**src/include/hlde_regs.vh**
```
`ifndef HLDE_REGS_VH
`define HLDE_REGS_VH

// narrow opcode patterns (16-bit forms)
`define HLDE_T1_IMM_OP 5'h11
`define HLDE_T1_REG_OP 7'h2d
// wide opcode patterns (upper halfword; HLDE_REG_SUB is matched in the lower halfword)
`define HLDE_LIT_HI 8'hf8
`define HLDE_LIT_MID 3'h3
`define HLDE_WIMM_OP 12'hf8b
`define HLDE_BIMM_OP 12'hf83
`define HLDE_REG_SUB 6'h00
// special register numbers
`define HLDE_REG_SP 4'hd
`define HLDE_REG_PC 4'hf
// literal base alignment mask (multiple of 4)
`define HLDE_ALIGN_MASK 32'hfffffffc
// memory error codes from the memory access unit
`define HLDE_MERR_NONE 2'h0
// exception codes reported on exc_code_out
`define HLDE_EXC_NONE 2'h0
`define HLDE_EXC_MEMMGT 2'h1
`define HLDE_EXC_BUS 2'h2
`define HLDE_EXC_USAGE 2'h3

`endif

```
**src/rtl/hlde_decode.v**
```verilog
`timescale 1ns/100ps
`include "hlde_regs.vh"

module hlde_decode (
  input wire [31:0] instr_in, // 16-bit forms sit in [15:0]
  input wire wide_in, // high for a 32-bit encoding
  output reg ok_out, // a halfword load encoding was recognised
  output reg hint_out, // executes as a no-operation
  output reg undef_out, // undefined combination
  output reg unpred_out, // unpredictable combination
  output reg lit_out, // pc-relative literal form
  output reg reg_form_out, // register-offset form
  output reg index_out, // pre-index
  output reg add_out, // add offset, else subtract
  output reg wback_out, // base writeback
  output reg unpriv_out, // unprivileged access
  output reg [3:0] dest_idx_out, // destination_register_field
  output reg [3:0] base_idx_out, // base_register_field
  output reg [3:0] ofs_idx_out, // offset_register_field
  output reg [1:0] shift_out, // shift_amount_field
  output reg [11:0] imm_out // zero-extended immediate offset
);
  wire [15:0] hw1 = instr_in[31:16];
  wire [15:0] hw2 = instr_in[15:0];
  wire p = hw2[10];
  wire u = hw2[9];
  wire w = hw2[8];

  always @* begin
    ok_out = 1'b0;
    hint_out = 1'b0;
    undef_out = 1'b0;
    unpred_out = 1'b0;
    lit_out = 1'b0;
    reg_form_out = 1'b0;
    index_out = 1'b1;
    add_out = 1'b1;
    wback_out = 1'b0;
    unpriv_out = 1'b0;
    dest_idx_out = hw2[15:12];
    base_idx_out = hw1[3:0];
    ofs_idx_out = hw2[3:0];
    shift_out = 2'h0;
    imm_out = 12'h000;
    if (!wide_in) begin
      dest_idx_out = {1'b0, hw2[2:0]};
      base_idx_out = {1'b0, hw2[5:3]};
      ofs_idx_out = {1'b0, hw2[8:6]};
      if (hw2[15:11] == `HLDE_T1_IMM_OP) begin
        ok_out = 1'b1;
        imm_out = {6'h00, hw2[10:6], 1'b0};
      end else if (hw2[15:9] == `HLDE_T1_REG_OP) begin
        ok_out = 1'b1;
        reg_form_out = 1'b1;
      end
    end else if (hw1[15:8] == `HLDE_LIT_HI && hw1[6:4] == `HLDE_LIT_MID &&
                 hw1[3:0] == `HLDE_REG_PC) begin
      ok_out = 1'b1;
      lit_out = 1'b1;
      add_out = hw1[7];
      imm_out = hw2[11:0];
      hint_out = (dest_idx_out == `HLDE_REG_PC);
      unpred_out = (dest_idx_out == `HLDE_REG_SP);
    end else if (hw1[15:4] == `HLDE_WIMM_OP) begin
      ok_out = 1'b1;
      imm_out = hw2[11:0];
      hint_out = (dest_idx_out == `HLDE_REG_PC);
      unpred_out = (dest_idx_out == `HLDE_REG_SP);
    end else if (hw1[15:4] == `HLDE_BIMM_OP && hw2[11]) begin
      ok_out = 1'b1;
      imm_out = {4'h0, hw2[7:0]};
      if (dest_idx_out == `HLDE_REG_PC && p && !u && !w) begin
        hint_out = 1'b1;
      end else if (p && u && !w) begin
        unpriv_out = 1'b1;
        unpred_out = (dest_idx_out == `HLDE_REG_SP) ||
                     (dest_idx_out == `HLDE_REG_PC);
      end else if (!p && !w) begin
        undef_out = 1'b1;
      end else begin
        index_out = p;
        add_out = u;
        wback_out = w;
        unpred_out = (dest_idx_out == `HLDE_REG_SP) ||
                     (dest_idx_out == `HLDE_REG_PC && w) ||
                     (w && base_idx_out == dest_idx_out);
      end
    end else if (hw1[15:4] == `HLDE_BIMM_OP &&
                 hw2[11:6] == `HLDE_REG_SUB) begin
      ok_out = 1'b1;
      reg_form_out = 1'b1;
      shift_out = hw2[5:4];
      hint_out = (dest_idx_out == `HLDE_REG_PC);
      unpred_out = (dest_idx_out == `HLDE_REG_SP) ||
                   (ofs_idx_out == `HLDE_REG_SP) ||
                   (ofs_idx_out == `HLDE_REG_PC);
    end
  end
endmodule // hlde_decode

```
**src/rtl/hlde_core.v**
```verilog
`timescale 1ns/100ps
`include "hlde_regs.vh"

module hlde_core (
  input wire core_clk_in, // processor clock
  input wire srst_in, // synchronous reset, active high
  input wire instr_valid_in, // instruction offered this cycle
  input wire [31:0] instr_in, // encoding; 16-bit forms in [15:0]
  input wire instr_wide_in, // instr_in holds a 32-bit encoding
  input wire [31:0] pc_in, // pc value of the instruction
  input wire [31:0] rd_a_data_in, // register file read port a
  input wire [31:0] rd_b_data_in, // register file read port b
  input wire mem_done_in, // memory access unit answer
  input wire [15:0] mem_rdata_in, // loaded halfword
  input wire [1:0] mem_err_in, // 0 none, 1 memory mgmt, 2 bus, 3 usage
  output reg ready_out, // accepting an instruction
  output reg [3:0] rd_a_idx_out, // base register index
  output reg [3:0] rd_b_idx_out, // offset register index
  output reg mem_req_out, // one-cycle access request
  output reg [31:0] mem_addr_out, // access address
  output reg mem_unpriv_out, // check with unprivileged permissions
  output reg wr_en_out, // register file write strobe
  output reg [3:0] wr_idx_out, // register file write index
  output reg [31:0] wr_data_out, // register file write data
  output reg done_out, // one-cycle end of instruction
  output reg [1:0] exc_code_out, // exception raised, valid with done
  output reg unpred_out, // unpredictable encoding, valid with done
  output reg nop_out // executed as no-operation, valid with done
);
  localparam [2:0] ST_IDLE = 3'h0;
  localparam [2:0] ST_READ = 3'h1;
  localparam [2:0] ST_WAIT = 3'h2;
  localparam [2:0] ST_WBASE = 3'h3;
  localparam [2:0] ST_WDEST = 3'h4;
  localparam [2:0] ST_DONE = 3'h5;

  wire d_ok;
  wire d_hint;
  wire d_undef;
  wire d_unpred;
  wire d_lit;
  wire d_reg;
  wire d_index;
  wire d_add;
  wire d_wback;
  wire d_unpriv;
  wire [3:0] d_dest;
  wire [3:0] d_base_idx;
  wire [3:0] d_ofs_idx;
  wire [1:0] d_shift;
  wire [11:0] d_imm;

  hlde_decode u_decode (
    .instr_in(instr_in),
    .wide_in(instr_wide_in),
    .ok_out(d_ok),
    .hint_out(d_hint),
    .undef_out(d_undef),
    .unpred_out(d_unpred),
    .lit_out(d_lit),
    .reg_form_out(d_reg),
    .index_out(d_index),
    .add_out(d_add),
    .wback_out(d_wback),
    .unpriv_out(d_unpriv),
    .dest_idx_out(d_dest),
    .base_idx_out(d_base_idx),
    .ofs_idx_out(d_ofs_idx),
    .shift_out(d_shift),
    .imm_out(d_imm)
  );

  reg [2:0] state;
  reg ok;
  reg hint;
  reg undef;
  reg unpred;
  reg lit;
  reg reg_form;
  reg index;
  reg add;
  reg wback;
  reg unpriv;
  reg [3:0] dest;
  reg [3:0] base_idx;
  reg [1:0] shift;
  reg [11:0] imm;
  reg [31:0] pc;
  reg [31:0] offset_addr;
  reg [15:0] data;

  // address arithmetic on the register values read this cycle
  wire [31:0] base = lit ? (pc & `HLDE_ALIGN_MASK) : rd_a_data_in;
  wire [31:0] offset = reg_form ? (rd_b_data_in << shift) :
                       {20'h00000, imm};
  wire [31:0] next_offset_addr = add ? base + offset : base - offset;
  wire [31:0] next_addr = index ? next_offset_addr : base;

  always @(posedge core_clk_in) begin
    if (srst_in) begin
      state <= ST_IDLE;
      ready_out <= 1'b0;
      rd_a_idx_out <= 4'h0;
      rd_b_idx_out <= 4'h0;
      mem_req_out <= 1'b0;
      mem_addr_out <= 32'h00000000;
      mem_unpriv_out <= 1'b0;
      wr_en_out <= 1'b0;
      wr_idx_out <= 4'h0;
      wr_data_out <= 32'h00000000;
      done_out <= 1'b0;
      exc_code_out <= `HLDE_EXC_NONE;
      unpred_out <= 1'b0;
      nop_out <= 1'b0;
      ok <= 1'b0;
      hint <= 1'b0;
      undef <= 1'b0;
      unpred <= 1'b0;
      lit <= 1'b0;
      reg_form <= 1'b0;
      index <= 1'b0;
      add <= 1'b0;
      wback <= 1'b0;
      unpriv <= 1'b0;
      dest <= 4'h0;
      base_idx <= 4'h0;
      shift <= 2'h0;
      imm <= 12'h000;
      pc <= 32'h00000000;
      offset_addr <= 32'h00000000;
      data <= 16'h0000;
    end else begin
      mem_req_out <= 1'b0;
      wr_en_out <= 1'b0;
      done_out <= 1'b0;
      case (state)
        ST_IDLE: begin
          ready_out <= 1'b1;
          if (instr_valid_in && ready_out) begin
            ready_out <= 1'b0;
            ok <= d_ok;
            hint <= d_hint;
            undef <= d_undef;
            unpred <= d_unpred;
            lit <= d_lit;
            reg_form <= d_reg;
            index <= d_index;
            add <= d_add;
            wback <= d_wback;
            unpriv <= d_unpriv;
            dest <= d_dest;
            base_idx <= d_base_idx;
            shift <= d_shift;
            imm <= d_imm;
            pc <= pc_in;
            rd_a_idx_out <= d_base_idx;
            rd_b_idx_out <= d_ofs_idx;
            state <= ST_READ;
          end
        end
        ST_READ: begin
          exc_code_out <= `HLDE_EXC_NONE;
          unpred_out <= unpred;
          nop_out <= 1'b0;
          if (!ok || undef) begin
            exc_code_out <= `HLDE_EXC_USAGE;
            state <= ST_DONE;
          end else if (hint || unpred) begin
            nop_out <= 1'b1;
            state <= ST_DONE;
          end else begin
            mem_req_out <= 1'b1;
            mem_addr_out <= next_addr;
            mem_unpriv_out <= unpriv;
            offset_addr <= next_offset_addr;
            state <= ST_WAIT;
          end
        end
        ST_WAIT: begin
          if (mem_done_in) begin
            data <= mem_rdata_in;
            if (mem_err_in != `HLDE_MERR_NONE) begin
              exc_code_out <= mem_err_in;
              state <= ST_DONE;
            end else if (wback) begin
              state <= ST_WBASE;
            end else begin
              state <= ST_WDEST;
            end
          end
        end
        ST_WBASE: begin
          wr_en_out <= 1'b1;
          wr_idx_out <= base_idx;
          wr_data_out <= offset_addr;
          state <= ST_WDEST;
        end
        ST_WDEST: begin
          wr_en_out <= 1'b1;
          wr_idx_out <= dest;
          wr_data_out <= {16'h0000, data};
          state <= ST_DONE;
        end
        ST_DONE: begin
          done_out <= 1'b1;
          ready_out <= 1'b1;
          state <= ST_IDLE;
        end
        default: begin
          state <= ST_IDLE;
        end
      endcase
    end
  end
endmodule // hlde_core

```
**config.mk**
```make
export PLATFORM = sky130hd
export DESIGN_NAME = hlde_core
export DESIGN_NICKNAME = d
export VERILOG_FILES = /design/src/rtl/hlde_decode.v /design/src/rtl/hlde_core.v
export VERILOG_INCLUDE_DIRS = /design/src /design/src/include
export SDC_FILE = /design/constraint.sdc
export NUM_CORES = 1
export LEC_CHECK = 0
export BUFFER_PORTS_ARGS = -buffer_cell sky130_fd_sc_hd__buf_2
export CORE_ASPECT_RATIO = 1.5
export CORE_MARGIN = 1.5
export CORE_UTILIZATION = 50
export CTS_BUF_LIST = sky130_fd_sc_hd__clkbuf_2
export CTS_CLUSTER_SIZE = 40
export DETAILED_ROUTE_END_ITERATION = 16
export HOLD_SLACK_MARGIN = 0.03
export PLACE_DENSITY = 0.71
export SLEW_MARGIN = 20
export SYNTH_ARGS = -nofsm -noshare
export SYNTH_HDL_FRONTEND = slang
export SYNTH_HIERARCHICAL = 1
export SYNTH_SLANG_ARGS = --single-unit
export TNS_END_PERCENT = 50
```
**constraint.sdc**
```tcl
create_clock -name core_clk_in -period 7.15 [get_ports core_clk_in]
set_clock_uncertainty 0.15 [all_clocks]
set_input_delay 1.43 -clock core_clk_in [delete_from_list [all_inputs] [get_ports core_clk_in]]
set_output_delay 1.43 -clock core_clk_in [all_outputs]
set_load 0.05 [all_outputs]
```
==> results of run 1 <==
-- Yosys cell counts (8+ instances only) --
library cell,number,area share [%]
a22oi_1,18,1.1
ha_1,37,3.9
nand4_1,12,0.63
xnor2_1,38,2.8
clkbuf_1,88,2.8
a21oi_1,183,7.7
a21o_1,16,1.0
mux2i_1,32,2.7
nor2b_1,8,0.42
mux2_2,49,4.6
and3_1,13,0.68
nand2_1,333,10
a31oi_1,21,1.1
buf_1,12,0.38
nand2b_1,26,1.4
dfxtp_1,194,33
a311oi_1,27,2.0
a211oi_1,19,1.2
nor2_1,130,4.1
o21a_1,9,0.57
and2_1,16,0.84
xor2_1,13,0.96
nor3_1,8,0.34
o21ai_0,55,2.3
nand3_1,24,1.0
nor4_1,9,0.47
inv_1,18,0.57
-- sequential cells by signal, indices dropped and copies added (netlist names), 2 cells and up --
signal,flops
shift,2
rd_b_idx_out,4
state,3
imm,12
exc_code_out,2
pc,30
mem_addr_out,32
offset_addr,32
wr_data_out,32
wr_idx_out,4
dest,4
base_idx,4
data,16
-- cells by family (layout without fill, tap and decap cells) --
logic type	count (synthesis)	in the layout
AND/OR/NAND/NOR	624	624
AO/OA/AOI/OAI	426	426
flip-flops	194	194
buffers and inverters	127	299
multiplexers	91	91
XOR/XNOR	52	52
adder cells (fa/ha/maj)	38	38
other	0	3
-- area by class of cell --
| cell class | count | share of cell area [%] |
|---|---|---|
| clock buffer | 19 | 0.7063 |
| timing repair buffer | 247 | 9.461 |
| clock inverter | 13 | 1.273 |
| inverter | 20 | 0.5576 |
| antenna | 3 | 0.05576 |
| sequential | 194 | 28.87 |
| tap | 319 | 2.965 |
| multi-input combinational | 1231 | 56.12 |
-- power by group through the flow --
stage | Clock [mW] | Sequential (mW) | Combinational, mW
5_1_grt | 0.653 | 1.14 | 0.389
4_1_cts | 0.616 | 1.13 | 0.354
3_3_place_gp | 0 | 1.15 | 0.350
2_1_floorplan | 0 | 1.17 | 0.206
6_report | 0.603 | 1.13 | 0.357
3_5_place_dp | 0 | 1.15 | 0.352
-- worst paths after layout --
path | from | end | slack [ps] | cells past startpoint
worst max-delay path | shift[1]$_SDFFE_PP0P_ | offset_addr[30]$_SDFFE_PP0P_ | 910 | 18
worst min register to register | exc_code_out[0]$_SDFFE_PP0P_ | exc_code_out[0]$_SDFFE_PP0P_ | 320 | 2
worst max register to register | shift[1]$_SDFFE_PP0P_ | offset_addr[30]$_SDFFE_PP0P_ | 910 | 18
worst min-delay path | exc_code_out[0]$_SDFFE_PP0P_ | exc_code_out[0]$_SDFFE_PP0P_ | 320 | 2
-- metrics by stage --
| step | worst slack [ps] | hold WS, ps | cells |
|---|---|---|---|
| final | 910.1 | 320.6 | 2046 |
| after detailed placement | 577.8 | 293.0 | 2011 |
| after global placement | 630.4 | 287.4 | 2011 |
| after global routing | 551.7 | 336.4 | 2046 |
| after floorplan | 1347 | 281.6 | 1552 |
| after CTS | 1023 | 320.8 | 2043 |
-- tightest hold or removal path: cells and delay by family (launching register included) --
kind            cells  cell delay (ps)
flops               1              370
simple gates        1               50
compound gates      1               50
-- per-layer routing --
layer  routed length, µm  up-vias  global-route usage, %  share of wire [%]
li1                    -     5821                      -                  -
met5                   0        -                      0                  0
met2               17190      390                  46.96                 48
met3                1764       55                  3.760                4.9
met1               15400     5518                  35.80                 43
met4                1383        0                  13.87                3.9
==> flow_summary.yaml, run 1 <==
worst_setup_path:
  crit_arrival_ps: 6850
  cpMaxStageDelayCell: "dfxtp_1"
  cp_cell_sequence: "buf_4 -> or3_1 -> a211oi_1 -> nor4_1 -> nor2_1 -> buf_4 -> nor2_1 -> a21oi_1 -> o21ai_0 -> ha_1 -> and2_1 -> a221o_1 -> a21oi_1 -> a211o_1 -> a211oi_1 -> or3_1 -> nor4b_1 -> a311o_1"
  worstPathRequired_ps: 7760
  path_delay_family: "simple AND/OR/NAND/NOR gates"
  setup.worst_path.end_class: "flip-flop"
  path_buf_inv: 2
  path_class: "flip-flop to flip-flop"
  max_stage_delay_ps: 980
  cp-start-kind: "flip-flop"
  path_max_fanout: 24
yosys:
  synthAdderAreaFrac_pct: 4.053
  synth-seq-cells: 194
  synthCells: 1552
  synth_compound_area_share_pct: 22.58
  avgSynthCellArea_um2: 7.677
  yosysWarnings: 6
  synth_flop_cell: "dfxtp_1"
  seq_area_frac_synth_pct: 32.59
  ys_types: 83
  async_flop_share_pct: 0
  syn_area_um2: 11920
  synth-simple-area-share_pct: 23.46
  synth_edf_count: 0
  synthMuxAreaShare_pct: 9.304
  synth_top_family_by_area: "simple AND/OR/NAND/NOR gates"
  synth_fp_nets: 1741
  synth-xor-area-share_pct: 3.885
global_routing:
  grt_pass1_wl_um: 55180
  antenna_found_initial: 3
  grt_pass1_vias: 10620
  grt_usage_pct: 28.24
  grt_overflow_total: 0
  grt_max_degree: 93
floorplan:
  ios: 236
  die_area_um2: 24790
  rows: 69
  die_w_um: 129.0
  fp.dieH_um: 192.1
  core-area_um2: 23570
  start_util_pct: 50.55
route:
  wl_per_cell_um: 17.47
  via_count: 11780
  finalWirelength_um: 35740
  viasPerCell: 5.760
  firstDrtPassIters: 8
  postRouteAntennaNets: 0
  drtIter0Drc: 893
  drc: 0
finish:
  mostFrequentLayoutCell: "nand2_1"
  area_delta_synth_final_pct: 12.99
  layout-drive-gt1-share_pct: 20.77
  stdcell_area_um2: 13460
  multi_input_area_um2: 7555
  final-seq-area_um2: 3886
  nFillCells: 2342
  final_cell_mix: "333 x nand2_1, 232 x buf_2, 192 x dfxtp_1"
  utilization_pct: 57.12
  nets: 1900
clocking:
  clockBufferDepth: 2
  postCtsSetupBuffers: 0
  clkTransAtPathRegs_ps: 300
  cts_tree: "done"
  root_buffer: "clkbuf_2"
  clock_latency_ps: 850
  numCtsBuffers: 17
  cts_hold_buf: 0
  cts_resized: 0
  cts.sink_count: 194
  cts.htree.levels: 4
timing:
  timing.fmax_mhz: 160.3
  min_period_over_period_pct: 87.27
  setup_viol: 0
  worstMarginPinSlew_ps: 1022
  fin_tns_setup_ps: 0
  drv_slew: 0
  layout_min_cycle_time_ps: 6240
  grt_setup_unrepaired: "false"
  hold_viol: 0
  slew_headroom_pct: 31.86
min_path:
  hp-class: "flip-flop to flip-flop"
pwr:
  combPwrFrac_pct: 17.1
  p_sw_share_pct: 32.33
  intPower_mw: 1.416
  seq_power_share_pct: 54.1
  leakagePower_nw: 5.383
  clkPwrFrac_pct: 28.8
  p_per_area_nw_per_um2: 155.4
  total_power_mw: 2.092
  p_sw_mw: 0.6765
  vdd_drop_max_v: 0.00008845
placement:
  gp_congestion: 0.9464
  io_buffers: 233
  dpl-instance-area_um2: 13190
  hpwlAfterDp_um: 26800
run_status:
  status: "complete, no violations"
flow_run:
  drv_cap: 0
(Power assumes the default switching activity.)
==> run 2, diff against run 1 <==
--- a/config.mk
+++ b/config.mk
@@ -6,6 +6,7 @@
 export SDC_FILE = /design/constraint.sdc
 export NUM_CORES = 1
 export LEC_CHECK = 0
+export ABC_AREA = 1
 export BUFFER_PORTS_ARGS = -buffer_cell sky130_fd_sc_hd__buf_2
 export CORE_ASPECT_RATIO = 1.5
 export CORE_MARGIN = 1.5
==> run 2 against run 1 <==
Critical path type unchanged. Routed wire length is 11% higher. Flip-flop and latch count stayed put. Power is 54% higher. Non-clock buffer count is 1 higher.
==> flow_summary.yaml, run 2 <==
timing:
  grt_setup_unrepaired: "false"
  slew_headroom_pct: 35.20
  fin_tns_setup_ps: 0
  min_period_over_period_pct: 67.50
  drv_slew: 0
  setup_viol: 0
  timing.fmax_mhz: 207.2
  worstMarginPinSlew_ps: 968.4
  hold_viol: 0
  layout_min_cycle_time_ps: 4826
  holdWs_ps: 307.5
global_routing:
  antenna_found_initial: 3
  grt_overflow_total: 0
  grt_pass1_wl_um: 61740
  grt_max_degree: 80
  grt_pass1_vias: 12290
  grt_usage_pct: 32.13
worst_setup_path:
  path_max_fanout: 33
  regToRegEndpoint: "offset_addr[31]$_SDFFE_PP0P_"
  crit_end: "offset_addr[31]$_SDFFE_PP0P_"
  setup.worst_path.end_class: "flip-flop"
  cpMaxStageDelayCell: "dfxtp_1"
  crit_start: "shift[0]$_SDFFE_PP0P_"
  reg2reg_from: "shift[0]$_SDFFE_PP0P_"
  rr_worst_depth: 29
  crit_arrival_ps: 5450
  max_stage_delay_ps: 370
  cp-start-kind: "flip-flop"
  path_class: "flip-flop to flip-flop"
  ff2ff_setup_slack_ps: 2320
  worstPathRequired_ps: 7780
  cpMostUsedCell: "nand2_1"
clocking:
  clock_latency_ps: 860
  clkTransAtPathRegs_ps: 310
  cts_tree: "done"
  root_buffer: "clkbuf_2"
  postCtsSetupBuffers: 0
  clockBufferDepth: 2
  cts.htree.levels: 4
  cts_resized: 0
  cts_hold_buf: 0
  cts.sink_count: 194
  numCtsBuffers: 17
placement:
  gp_congestion: 0.9459
  hpwlAfterDp_um: 30890
  io_buffers: 233
finish:
  final-seq-area_um2: 3884
  largest_registers: "mem_addr_out: 32 flops, offset_addr: 32 flops, wr_data_out: 32 flops"
  layout-drive-gt1-share_pct: 16.07
  mostFrequentLayoutCell: "nand2_1"
  nFillCells: 2550
  nets: 2255
  multi_input_area_um2: 7103
  final_cell_mix: "545 x nand2_1, 233 x buf_2, 194 x dfxtp_1"
  area_delta_synth_final_pct: 12.65
min_path:
  hp-class: "flip-flop to flip-flop"
floorplan:
  die_area_um2: 25050
  rows: 69
  ios: 236
  die_w_um: 129.7
  start_util_pct: 50.93
  fp.dieH_um: 193.1
  core-area_um2: 23660
yosys:
  ys_types: 49
  synth_top_area_cell: "dfxtp_1"
  synth_fp_nets: 2087
  synth-seq-cells: 194
  synthCells: 1898
  synthTopCellsByCount: "546 x nand2_1, 194 x dfxtp_1, 188 x a21oi_1"
  synth_top_area_share_pct: 32.24
  synth_edf_count: 0
  avgSynthCellArea_um2: 6.347
  synth.most_common_cell: "nand2_1"
  seq_area_frac_synth_pct: 32.24
  netlist_top_cells_area: "dfxtp_1 32%, nand2_1 17%, a21oi_1 7.8%"
  syn_area_um2: 12050
  yosysWarnings: 6
  synth_flop_cell: "dfxtp_1"
  async_flop_share_pct: 0
route:
  postRouteAntennaNets: 0
  viasPerCell: 5.378
  wl_per_cell_um: 16.52
  firstDrtPassIters: 8
  finalWirelength_um: 39640
  drc: 0
  via_count: 12900
  drtIter0Drc: 724
pwr:
  vdd_drop_max_v: 0.0001370
  p_per_area_nw_per_um2: 236.8
  leakagePower_nw: 6.665
  total_power_mw: 3.214
run_status:
  status: "complete, no violations"
flow_run:
  drv_cap: 0
run 2: cell count changes after synthesis, sizes merged, moves of 27 or more:
cell	previous run	this run
nand2	333	554
inv	18	177
nand3	25	143
o21ai	56	174
mux2	49	0
nor2	131	177
mux2i	32	0
a311oi	27	0
run 2: critical path: cells and delay by family, from the launching register on:
kind                     cells  cell delay, ps
AND/OR/NAND/NOR             15            1820
adder cells (fa/ha/maj)      1             340
buffers and inverters        7             870
flip-flops                   1             370
AO/OA/AOI/OAI                5             980
XOR/XNOR                     1             230
run 2: metrics by stage:
stage | area [µm²] | setup WS, ps | cells | util [%]
2_1_floorplan | 12050 | 2790 | 1898 | -
3_3_place_gp | 13330 | 1757 | 2366 | 56.35
3_5_place_dp | 13330 | 1690 | 2366 | 56.35
4_1_cts | 13560 | 2003 | 2398 | 57.34
5_1_grt | 13570 | 1938 | 2399 | 57.37
6_report | 13570 | 2324 | 2399 | 57.37
run 2: layer usage:
metal	wire length (µm)	share of wire (%)	up-vias	track usage [%]
li1	-	-	6525	-
met1	14580	37	5889	32.36
met2	20610	52	364	59.34
met3	1464	3.7	123	4.774
met4	2968	7.5	2	23.55
met5	13	0.033	-	0
run 2: worst min path at each step:
stage	start	depth (start not counted)	to	slack, ps
2_1_floorplan	pc[10]$_SDFFE_PP0P_	2	pc[10]$_SDFFE_PP0P_	270
3_3_place_gp	pc[25]$_SDFFE_PP0P_	2	pc[25]$_SDFFE_PP0P_	280
3_5_place_dp	pc[5]$_SDFFE_PP0P_	2	pc[5]$_SDFFE_PP0P_	290
4_1_cts	pc[4]$_SDFFE_PP0P_	2	pc[4]$_SDFFE_PP0P_	320
5_1_grt	pc[12]$_SDFFE_PP0P_	2	pc[12]$_SDFFE_PP0P_	330
6_report	data[4]$_SDFFE_PP0P_	2	wr_data_out[4]$_SDFFE_PP0P_	310
run 2: cell type report:
type,count,area share (%)
well taps,319,2.941
diodes,1,0.01844
repair buffers,248,9.423
multi-input cells,1427,52.34
inverters,178,4.933
clock inverters,14,1.060
clock buffers,18,0.6638
flip-flops and latches,194,28.62
run 2: power breakdown:
| group | internal (mW) | switching [mW] | leakage, nW | total [mW] |
|---|---|---|---|---|
| registers | 1.12 | 0.0206 | 1.57 | 1.14 |
| clock network | 0.143 | 0.426 | 0.149 | 0.569 |
| logic | 0.481 | 1.02 | 4.95 | 1.50 |
run 2: logic make-up (layout without fill, tap and decap cells):
logic type / count (synthesis) / after routing / synth area share [%]
AOI/OAI and AO/OA: 437 / 437 / 19.73
xor gates and xnor gates: 44 / 44 / 3.199
adders and majority gates: 38 / 38 / 4.009
buffers and inverters: 277 / 458 / 8.922
DFF: 194 / 194 / 32.24
other: 0 / 1 / 0
and+or+nand+nor: 908 / 908 / 31.90
==> run 3, diff against run 2 <==
--- a/config.mk
+++ b/config.mk
@@ -6,7 +6,7 @@
 export SDC_FILE = /design/constraint.sdc
 export NUM_CORES = 1
 export LEC_CHECK = 0
-export ABC_AREA = 1
+export ABC_AREA = 0
 export BUFFER_PORTS_ARGS = -buffer_cell sky130_fd_sc_hd__buf_2
 export CORE_ASPECT_RATIO = 1.5
 export CORE_MARGIN = 1.5
@@ -15,7 +15,7 @@
 export CTS_CLUSTER_SIZE = 40
 export DETAILED_ROUTE_END_ITERATION = 16
 export HOLD_SLACK_MARGIN = 0.03
-export PLACE_DENSITY = 0.71
+export PLACE_DENSITY = 0.74
 export SLEW_MARGIN = 20
 export SYNTH_ARGS = -nofsm -noshare
 export SYNTH_HDL_FRONTEND = slang
==> constraint.sdc (replaced) <==
create_clock -name core_clk_in -period 3.9 [get_ports core_clk_in]
set_clock_uncertainty 0.15 [all_clocks]
set_input_delay 0.78 -clock core_clk_in [delete_from_list [all_inputs] [get_ports core_clk_in]]
set_output_delay 0.78 -clock core_clk_in [all_outputs]
set_load 0.05 [all_outputs]
==> run 3 against run 2 <==
The run now ends with negative setup slack left. Sequential power grew 82%. Power grew 26%. Global-route usage grew 0.094 points. Count of clock-buffer cells in the layout shrank 1. Combinational power shrank 41%. Register-to-register slack lost 3100 ps. Final cell count shrank 2.6%.
==> flow_summary.yaml, run 3 (synthesis results as in run 1) <==
placement:
  hpwlAfterDp_um: 30540
  gp_congestion: 1.000
  pre_cts_slack_ps: -1209
  dp_cells: 2230
  io_buffers: 233
clocking:
  cts.sink_count: 194
  clock_latency_ps: 860
  cts_tree: "done"
  root_buffer: "clkbuf_2"
  numCtsBuffers: 17
  clockBufferDepth: 2
  clkTransAtPathRegs_ps: 300
  cts.htree.levels: 4
worst_setup_path:
  regToRegEndpoint: "offset_addr[30]$_SDFFE_PP0P_"
  crit_arrival_ps: 5260
  rr_worst_depth: 18
  setup.worst_path.end_class: "flip-flop"
  path_max_fanout: 4
  path_class: "flip-flop to flip-flop"
  reg2reg_from: "shift[1]$_SDFFE_PP0P_"
  worstPathRequired_ps: 4510
  ff2ff_setup_slack_ps: -750
  cp-start-kind: "flip-flop"
route:
  wl_per_cell_um: 17.60
  firstDrtPassIters: 5
  via_count: 13160
  viasPerCell: 5.630
  postRouteAntennaNets: 0
  drc: 0
  drtIter0Drc: 933
  finalWirelength_um: 41140
global_routing:
  antenna_found_initial: 2
  grt_usage_pct: 32.22
  grt_pass1_vias: 12490
  grt_overflow_total: 0
  grt_max_degree: 179
  grt_pass1_wl_um: 62690
flow_run:
  drv_cap: 0
timing:
  worstMarginPinSlew_ps: 1031
  drv_slew: 0
  slew_headroom_pct: 30.99
  fin_tns_setup_ps: -20040
  setup_viol: 45
  layout_min_cycle_time_ps: 4651
  timing.fmax_mhz: 215.0
  hold_viol: 0
  holdWs_ps: 138.9
  grt_setup_unrepaired: "true"
  layout_setup_ws_ps: -750.8
  min_period_over_period_pct: 119.3
floorplan:
  rows: 69
  die_w_um: 129.0
  start_util_pct: 50.55
  core-area_um2: 23570
  ios: 236
  die_area_um2: 24790
  fp.dieH_um: 192.1
pwr:
  clkPwrFrac_pct: 27.0
  intPower_mw: 2.734
  p_sw_share_pct: 32.37
  leakagePower_nw: 7.005
  vdd_drop_max_v: 0.0001819
  p_per_area_nw_per_um2: 242.8
  combPwrFrac_pct: 21.8
  p_sw_mw: 1.309
  seq_power_share_pct: 51.1
finish:
  area_delta_synth_final_pct: 39.76
  largest_registers: "mem_addr_out: 32 flops, offset_addr: 32 flops, wr_data_out: 32 flops"
  layout-drive-gt1-share_pct: 35.60
  nets: 2190
  final_cell_mix: "328 x nand2_1, 244 x buf_4, 232 x buf_2"
  mostFrequentLayoutCell: "nand2_1"
  instances_no_fill: 2337
  utilization_pct: 70.65
run_status:
  status: "finished with violations"
  violations: "negative setup slack"
min_path:
  hold_start: "instr_valid_in"
  hp-class: "primary input to flip-flop"
  whs_path_depth: 4
  min_to: "ready_out$_SDFFE_PP0P_"
## run 3: stage by stage
step	power, mW	area (µm²)
3_5_place_dp	2.872	14960
6_report	4.043	16650
4_1_cts	4.019	16280
5_1_grt	4.204	16650
2_1_floorplan	2.532	12000
3_3_place_gp	2.864	14960
## run 3: worst max path at each step
stage | start | depth (start not counted) | slack (ps) | end
global placement | rd_b_data_in[10] | 19 | -1150 | offset_addr[30]$_SDFFE_PP0P_
detailed placement | rd_b_data_in[9] | 19 | -1210 | offset_addr[30]$_SDFFE_PP0P_
CTS | shift[0]$_SDFFE_PP0P_ | 19 | -790 | mem_addr_out[30]$_SDFFE_PP0P_
finish | shift[1]$_SDFFE_PP0P_ | 18 | -750 | offset_addr[30]$_SDFFE_PP0P_
global route | shift[1]$_SDFFE_PP0P_ | 19 | -930 | mem_addr_out[30]$_SDFFE_PP0P_
floorplan | rd_b_data_in[9] | 18 | -990 | offset_addr[30]$_SDFFE_PP0P_
## run 3: what timing repair did
action | in CTS | in global routing
pin swaps | 44 | 61
endpoints found under the hold margin | 46 | 0
setup endpoints to repair | 49 | 53
resized for setup | 105 | 50
hold buffers | 46 | 0
setup buffers | 17 | 12
## run 3: worst max-delay path, cell delays in order, from the launching register on
cell	delay [ps]
dfxtp_4	450
mux2_2	340
mux2i_1	290
a41oi_2	190
nor3b_2	300
and2_4	210
buf_4	120
nor2_1	50
xnor2_2	160
ha_1	350
a21oi_1	160
o21ai_0	130
a221o_1	380
a21oi_2	150
a211o_1	230
a211oi_2	90
or3_4	350
nor4b_2	170
a311o_1	290
## run 3: power by group through the flow
stage	Clock (mW)	Sequential [mW]	Combinational (mW)
2_1_floorplan	0	2.15	0.382
3_3_place_gp	0	2.10	0.762
3_5_place_dp	0	2.10	0.769
4_1_cts	1.11	2.07	0.844
5_1_grt	1.18	2.08	0.948
6_report	1.09	2.07	0.883
## run 3: metal layers
metal  GRT usage, %  vias to the layer above  routed length [µm]
met5              0                        -                   0
met4          17.37                        0                2157
met3          4.067                      111                1927
met2          56.48                      472               20670
met1          37.93                     6179               16380
li1               -                     6395                   -
## run 3: layout make-up
cell class | count | area (µm²)
Timing Repair Buffer | 537 | 3657
Tap cell | 319 | 399.1
Multi-Input combinational cell | 1231 | 8356
Sequential cell | 194 | 3894
Clock buffer | 17 | 85.08
Clock inverter | 15 | 176.4
Fill cell | 1933 | 6917
Inverter | 20 | 75.07
Antenna cell | 4 | 10.01
